`config.mk`:
```
export PLATFORM = sky130hd
export DESIGN_NAME = rbt_top
export DESIGN_NICKNAME = d
export VERILOG_FILES = /design/src/core/rbt_pkg.sv /design/src/core/rbt_top.sv /design/src/core/rbt_fifo.sv /design/src/core/rbt_path.sv
export SDC_FILE = /design/constraint.sdc
export NUM_CORES = 1
export LEC_CHECK = 0
export ABC_AREA = 1
export BUFFER_PORTS_ARGS = -buffer_cell sky130_fd_sc_hd__buf_2
export CAP_MARGIN = 20
export CORE_MARGIN = 2
export CORE_UTILIZATION = 45
export DETAILED_ROUTE_END_ITERATION = 8
export PLACE_DENSITY = 0.74
export SKIP_LAST_GASP = 1
export SYNTH_ARGS = -nofsm -noshare
export SYNTH_HDL_FRONTEND = slang
export SYNTH_SLANG_ARGS = --single-unit
```
`constraint.sdc`:
```
create_clock -name mclk -period 2.3 [get_ports mclk]
set_input_delay 0.575 -clock mclk [delete_from_list [all_inputs] [get_ports mclk]]
set_output_delay 0.575 -clock mclk [all_outputs]
set_load 0.02 [all_outputs]
```
`src/core/rbt_pkg.sv`:
```
// constants shared by the registered bus transceiver core
// assumes one 20 MHz clock and synchronous pin inputs
package rbt_pkg;
   localparam int RBT_W = 18;
   localparam int RBT_FIFO_DEPTH = 8;
   localparam int RBT_FIFO_AW = 3;
   localparam logic [RBT_W-1:0] RBT_WORD_RST = 18'h00000;
   localparam logic RBT_CAP_PREV_RST = 1'b1;
   localparam logic RBT_OE_RST = 1'b0;
   localparam real RBT_CLK_PERIOD_NS = 50.0;
endpackage : rbt_pkg

```
`src/core/rbt_top.sv`:
```
// registered 18-bit bus transceiver core, two directions with bus hold
// assumes all pin inputs are synchronous to mclk; the bench resolves the wires
//
// Functional notes
// RL1: carry 18 bits each way, never inverted
// RL2: transparent high passes A straight to B
// RL3: transparent low, static clock: hold word
// RL4: gate low: capture A on clock rise
// RL5: enable low drives B outputs
// RL6: enable high floats all B outputs
// RL7: gate high ignores clock edges, keeps word
// RL8: transparent active high, clock rising edge
// RL9: B-to-A path mirrors A-to-B exactly
// RL10: bus hold keeps floating inputs' last level
// RL11: storage runs regardless of output enable
module rbt_top
(
   // clock and reset
   input wire logic mclk,
   input wire logic rst_n,
   // a side pins
   input wire logic [rbt_pkg::RBT_W-1:0] a_side_bit_i,
   output logic [rbt_pkg::RBT_W-1:0] a_side_bit_o,
   output logic a_side_bit_oe,
   input wire logic a_side_ext_drive,
   output logic [rbt_pkg::RBT_W-1:0] a_side_hold,
   // b side pins
   input wire logic [rbt_pkg::RBT_W-1:0] b_side_bit_i,
   output logic [rbt_pkg::RBT_W-1:0] b_side_bit_o,
   output logic b_side_bit_oe,
   input wire logic b_side_ext_drive,
   output logic [rbt_pkg::RBT_W-1:0] b_side_hold,
   // a to b controls
   input wire logic a_to_b_output_enable_n,
   input wire logic a_to_b_transparent_en,
   input wire logic a_to_b_capture_clk,
   input wire logic a_to_b_clk_gate_n,
   // b to a controls
   input wire logic b_to_a_output_enable_n,
   input wire logic b_to_a_transparent_en,
   input wire logic b_to_a_capture_clk,
   input wire logic b_to_a_clk_gate_n,
   // captured a to b words
   output logic [rbt_pkg::RBT_W-1:0] ab_cap_word,
   output logic ab_cap_valid,
   input wire logic ab_cap_ready,
   output logic ab_cap_fifo_ready
);
   import rbt_pkg::*;

   logic ab_cap_stb;
   logic ba_cap_stb;

   // bus hold: follow the wire while someone drives it, else keep last level
   wire a_driven = a_side_ext_drive | a_side_bit_oe;
   wire b_driven = b_side_ext_drive | b_side_bit_oe;
   wire [RBT_W-1:0] a_eff = a_driven ? a_side_bit_i : a_side_hold; // RL10
   wire [RBT_W-1:0] b_eff = b_driven ? b_side_bit_i : b_side_hold; // RL10

   always_ff @(posedge mclk or negedge rst_n) begin
      if (!rst_n) begin
         a_side_hold <= RBT_WORD_RST;
         b_side_hold <= RBT_WORD_RST;
      end else begin
         a_side_hold <= a_eff;
         b_side_hold <= b_eff;
      end
   end

   // a to b direction
   rbt_path u_ab (
      .mclk(mclk),
      .rst_n(rst_n),
      .din(a_eff),
      .transparent_en(a_to_b_transparent_en),
      .capture_clk(a_to_b_capture_clk),
      .clk_gate_n(a_to_b_clk_gate_n),
      .output_enable_n(a_to_b_output_enable_n),
      .dout_q(b_side_bit_o),
      .oe_q(b_side_bit_oe),
      .cap_stb(ab_cap_stb)
   );

   // b to a direction, same element
   rbt_path u_ba ( // RL9
      .mclk(mclk),
      .rst_n(rst_n),
      .din(b_eff),
      .transparent_en(b_to_a_transparent_en),
      .capture_clk(b_to_a_capture_clk),
      .clk_gate_n(b_to_a_clk_gate_n),
      .output_enable_n(b_to_a_output_enable_n),
      .dout_q(a_side_bit_o),
      .oe_q(a_side_bit_oe),
      .cap_stb(ba_cap_stb)
   );

   // log of words captured a to b
   rbt_fifo #(
      .W(RBT_W),
      .DEPTH(RBT_FIFO_DEPTH),
      .AW(RBT_FIFO_AW)
   ) u_ab_log (
      .mclk(mclk),
      .rst_n(rst_n),
      .in_valid(ab_cap_stb),
      .in_ready(ab_cap_fifo_ready),
      .in_data(a_eff),
      .out_valid(ab_cap_valid),
      .out_ready(ab_cap_ready),
      .out_data(ab_cap_word)
   );
endmodule : rbt_top

```
`src/core/rbt_fifo.sv`:
```
// capture fifo with registered output stage and registered ready
// assumes depth is a power of two matching the pointer width
module rbt_fifo #(
   parameter int W = 18,
   parameter int DEPTH = 8,
   parameter int AW = 3
) (
   // clock and reset
   input wire logic mclk,
   input wire logic rst_n,
   // fill side
   input wire logic in_valid,
   output logic in_ready,
   input wire logic [W-1:0] in_data,
   // drain side
   output logic out_valid,
   input wire logic out_ready,
   output logic [W-1:0] out_data
);
   logic [W-1:0] mem_q [DEPTH];
   logic [AW-1:0] wr_q;
   logic [AW-1:0] rd_q;
   logic [AW:0] cnt_q;
   logic [AW:0] cnt_d;
   wire push = in_valid & in_ready;
   wire pop = (cnt_q != '0) & (~out_valid | out_ready);
   assign cnt_d = cnt_q + {{AW{1'b0}}, push} - {{AW{1'b0}}, pop};

   always_ff @(posedge mclk) begin
      if (push) begin
         mem_q[wr_q] <= in_data;
      end
   end

   always_ff @(posedge mclk or negedge rst_n) begin
      if (!rst_n) begin
         wr_q <= '0;
         rd_q <= '0;
         cnt_q <= '0;
         in_ready <= 1'b0;
         out_valid <= 1'b0;
         out_data <= '0;
      end else begin
         cnt_q <= cnt_d;
         in_ready <= (cnt_d < DEPTH[AW:0]);
         if (push) begin
            wr_q <= wr_q + 1'b1;
         end
         if (pop) begin
            rd_q <= rd_q + 1'b1;
            out_data <= mem_q[rd_q];
            out_valid <= 1'b1;
         end else if (out_ready) begin
            out_valid <= 1'b0;
         end
      end
   end
endmodule : rbt_fifo

```
`src/core/rbt_path.sv`:
```
// one direction: transparent latch or edge register, gated capture, output enable
// assumes capture clock and controls are sampled synchronously on mclk
module rbt_path (
   // clock and reset
   input wire logic mclk,
   input wire logic rst_n,
   // source word and controls
   input wire logic [rbt_pkg::RBT_W-1:0] din,
   input wire logic transparent_en,
   input wire logic capture_clk,
   input wire logic clk_gate_n,
   input wire logic output_enable_n,
   // registered word and enable, combinational capture strobe
   output logic [rbt_pkg::RBT_W-1:0] dout_q,
   output logic oe_q,
   output logic cap_stb
);
   import rbt_pkg::*;
   logic cap_prev_q;
   logic [RBT_W-1:0] store_q;
   wire cap_rise = capture_clk & ~cap_prev_q; // RL8
   assign cap_stb = cap_rise & ~clk_gate_n & ~transparent_en; // RL4 RL7
   wire latch_open = transparent_en | cap_stb;
   wire [RBT_W-1:0] store_d = latch_open ? din : store_q; // RL3
   wire [RBT_W-1:0] dout_d = transparent_en ? din : store_d; // RL2 RL1

   always_ff @(posedge mclk or negedge rst_n) begin
      if (!rst_n) begin
         cap_prev_q <= RBT_CAP_PREV_RST;
         store_q <= RBT_WORD_RST;
         dout_q <= RBT_WORD_RST;
         oe_q <= RBT_OE_RST;
      end else begin
         cap_prev_q <= capture_clk;
         store_q <= store_d; // RL11
         dout_q <= dout_d;
         oe_q <= ~output_enable_n; // RL5 RL6
      end
   end
endmodule : rbt_path

```
# Yosys cells after proc, flatten, opt, wreduce, memory -nomap -nowiden
# Memories as Yosys holds them, arrays and structs flattened. A register that Yosys moved wholly into a read port is not among the register bits.
# Cells that the tools add are included.
# word_totals
reg_bits	124
mem_bits_rw	144
input_bits	49
elab_cells	56
n_memories	1
# memory_table
name	depth	width	rd	rd_clocked_by_memory_dff	wr	line_no	text
u_ab_log.mem_q	8	18	1	1	1	rbt_fifo.sv:20	logic [W-1:0] mem_q [DEPTH];
# op_classes
add_sub_neg	4
order_cmp	1
n_mux	10
n_bitwise	22
n_reduce_logical	3
# op_table
cell	count
18-bit 2-to-1 mux	6
1-bit NOT	9
1-bit bitwise AND	8
3-bit by 1-bit adder with 3-bit output, second input constant	2
1-bit bitwise OR	5
4-bit by 1-bit adder with 4-bit output	1
4-bit less-than comparator, second input constant	1
1-bit 2-to-1 mux	4
4-bit nonzero test	1
4-bit by 1-bit subtractor with 4-bit output	1
2-bit nonzero test	1
1-bit logical NOT	1

# Logic depth before layout (Yosys ltp)
# logic_depth
depth_word	8
depth_mapped	13
depth_no_buf	12

# By module
# From an unflattened synthesis, not the netlist that was laid out.
# hier_totals
hier_cells	1091
hier_area_um2	11646.2
# by_module_without_submodules
module	n_inst	cells_per_inst	area_each_um2
rbt_fifo	1	693	7374.6
rbt_path	2	121	1391.3
rbt_top	1	156	1488.9

# Worst setup path after synthesis
# Ideal clock, no wire load.
# synth_timing
path_type	input -> register
startpoint	input a_to_b_clk_gate_n
endpoint	memory u_ab_log.mem_q[1][0] (enable)
setup_ns	0.392
arrival_time_ns	1.807
required_time_ns	1.908
setup_slack_ns	0.101
cell_stages	5
path_buffers	0
path_cell_list	nor2_1 nand2_1 nor2_4 nand2_1 nor2_1
# synth_between
elab_chain_len	6
# synth_lines
element	line_no	text
start, declared	rbt_top.sv:37	input wire logic a_to_b_clk_gate_n,
1-bit NOT	rbt_path.sv:22	assign cap_stb = cap_rise & ~clk_gate_n & ~transparent_en;
1-bit bitwise AND (2 in a row)	rbt_path.sv:22	
1-bit bitwise AND	rbt_fifo.sv:25	wire push = in_valid & in_ready;
net u_ab_log.push	rbt_fifo.sv:25	
1-bit 2-to-1 mux	rbt_fifo.sv:30	if (push) begin
1-bit 2-to-1 mux (implied by the code)	rbt_fifo.sv:31	mem_q[wr_q] <= in_data;
end, declared	rbt_fifo.sv:20	
# The timed path passes the listed nets, and every way through them passes these cells.

# Worst setup path after layout
# layout_timing
startpoint	register u_ab.oe_q
endpoint	output b_side_bit_oe
# layout_lines
element	line_no	text
start, declared	rbt_path.sv:15	output logic oe_q,
start signal, assigned	rbt_path.sv:37	oe_q <= ~output_enable_n;
end, declared	rbt_top.sv:30	output logic b_side_bit_oe,
# No word-level cell between the ends.

==> metrics.txt <==
outcome complete, no violations; Max Buffers Root-to-Sink 3; CTS tree yes; chip width between 150 and 200 µm; number of post-CTS setup repair buffers 0; Total Wirelength between 20000 and 25000 µm; Area Growth Syn to Fin 16.8%; sequential share of the synthesized area 67.6%; final worst-path cycle share 92.7%; Ports ~140; Leakage 6.31 nW; cell taking the most area after synthesis edfxtp_1; DR WL met3 1750 µm; Slew headroom 51.5%; worst vdd ir 0.615 mV; Ant. Diodes 0; commonest non-fill, non-tap cell in the layout nand2_1; CP max stage cell dfrtp_1; # DRC 0; top cell type's share of synthesized area ~37%; Synth Cell Area 0.0117 mm²; Mapped Cells 1071; most frequent cells in the layout 309 x nand2_1, 144 x edfxtp_1, 141 x buf_2, 140 x inv_1, 139 x dfrtp_1; Clock Sinks 286; total iterations of the first detailed-routing run 4; Port Buf Inserts 142; number of antenna violations at the first check in global routing 1; vias in the first global route 7797; slew of the pin with the lowest slew margin just over 0.7 ns; Wirelength per Cell between 15 and 20 µm; die area 0.0272 mm²; placed instance count 1513; Die Height 165 µm; DP Area approximately 0.013 mm²; dpl hpwl 15600 µm; H-tree depth 1; Slew Viols, Final 0; Routed Antenna Nets 0; layout cells sized above 1 a little over a fifth; Layout Nets 1270; Final Hold Fails 0; clock latency on the worst-skew pair 0.53 ns; post-synth cell types 32; hold slack 0.163 ns; setup violators final 0; Period minus WS final 2.13 ns; max-cap viol count 0; RD Place Congestion 0.785; #FFs+latches synth between 200 and 300; Total GRT Usage 18.5%; met2 wire length 11800 µm; syn nets 1128; Critical Path Fanout Max 20; clock slew at reported path FFs around 0.06 ns; CP bufs+invs 1; DRT iter0 DRCs 582; root buffer cell clkbuf_16; Worst EP required 1.73 ns; final instance area approximately 0.014 mm²; RSZ-0062 raised after global routing false; Area contributors post-synth edfxtp_1 37%, dfrtp_1 30%, nand2_1 9.9%, nand3_1 4.7%, inv_1 4.5%; # rows 58; setup_tns 0 ns; number of CTS-inserted buffers 27; final core utilization 53.8%; met1 WL 10500 µm; CP Launch Type flip-flop; Vias/cell a little under 5; CP peak stage delay ~0.74 ns; Initial Utilization between 40% and 50%; first-pass GRT wire length about 40000 µm; CP Capture Type output port; pin count of the biggest net entering global routing 74; P per Cell Area 1060 mW/mm²; grt total ovfl 0; crit path cell chain buf_2; WS Path Type reg2out; HP Class in2reg; clock skew 0.0116 ns; post-synthesis average cell area 10.9 µm²; Core Area 0.0253 mm²; synth warn 0; vias 7745; crit path DAT 1.56 ns; Largest delay share family, worst path flip-flops; Top Layer Used met5; Non-Filler Instances between 1.5k and 2k; Max Fclk ~0.47 GHz
==> cell families (layout without fill, tap and decap cells) <==
family                     Yosys count  after routing  synth area share [%]
DFF                                286            286                  67.6
buffers and inverters              194            356                  7.62
and+or+nand+nor                    467            467                  17.5
adders and majority gates            8              8                 0.922
xor gates and xnor gates             5              5                 0.375
AOI/OAI and AO/OA                  111            111                  6.05
==> repair_timing <==
item | 4_1_cts | 5_1_grt
hold buffers | 1 | 0
hold endpoints to repair | 31 | 0
resized for setup | 0 | 0
==> synthesized netlist by cell type, drive strengths merged <==
library cell / n
inv: 144
o21ai: 74
ha: 7
or2: 2
nand3: 110
a31oi: 36
edfxtp: 144
nor2: 30
fa: 1
a21oi: 1
dfstp: 2
buf: 48
xor2: 5
dfrtp: 140
nor3b: 1
nand2: 324
clkbuf: 2
==> layout make-up <==
type / instances / area [µm²]
fillers: 2026 / 11700
flip-flops and latches: 286 / 7880
multi-input cells: 591 / 2900
repair buffers: 163 / 1030
clock buffers: 33 / 708
inverters: 144 / 543
well taps: 330 / 413
clock inverters: 16 / 159
==> flip-flops by register name (all words and copies together) (netlist names), 3 cells and up <==
signal and cells:
a_side_hold 18, b_side_hold 18, u_ab.dout_q 18, u_ab.store_q 18, u_ab_log.cnt_q 4, u_ab_log.mem_q 144, u_ab_log.out_data 18, u_ab_log.rd_q 3
u_ab_log.wr_q 3, u_ba.dout_q 18, u_ba.store_q 18
==> worst paths after layout <==
check | endpoint | slack, ns | from | depth (start not counted)
min in group asynchronous | b_side_hold[11] | 0.52 | rst_n | 2
hold / removal | u_ba.cap_prev_q | 0.16 | b_to_a_capture_clk | 1
setup / recovery | b_side_bit_oe | 0.17 | u_ab.oe_q | 1
hold reg to reg | u_ab_log.out_data[5] | 0.47 | u_ab_log.out_data[5] | 2
setup reg to reg | u_ab_log.cnt_q[2] | 0.28 | u_ab_log.cnt_q[2] | 10
max in group asynchronous | u_ab.cap_prev_q | 1.16 | rst_n | 3
==> metrics by stage <==
| step | setup slack [ns] | total power [mW] |
|---|---|---|
| 2_1_floorplan | 0.101 | 9.04 |
| 3_3_place_gp | 0.163 | 10.1 |
| 3_5_place_dp | 0.148 | 10.2 |
| 4_1_cts | 0.145 | 14.6 |
| 5_1_grt | 0.0744 | 15.3 |
| 6_report | 0.168 | 14.5 |
==> report_power, final <==
part           switching [mW]  internal (mW)
logic                    2.72           1.21
registers               0.234           5.94
clock network            1.83           2.53
==> metal layers <==
| layer | vias to the layer above | GRT usage (%) |
|---|---|---|
| li1 | 3770 | - |
| met1 | 3692 | 23.6 |
| met2 | 236 | 30.6 |
| met3 | 45 | 4.90 |
| met4 | 2 | 6.64 |
| met5 | - | 0 |
(Power assumes the default switching activity.)
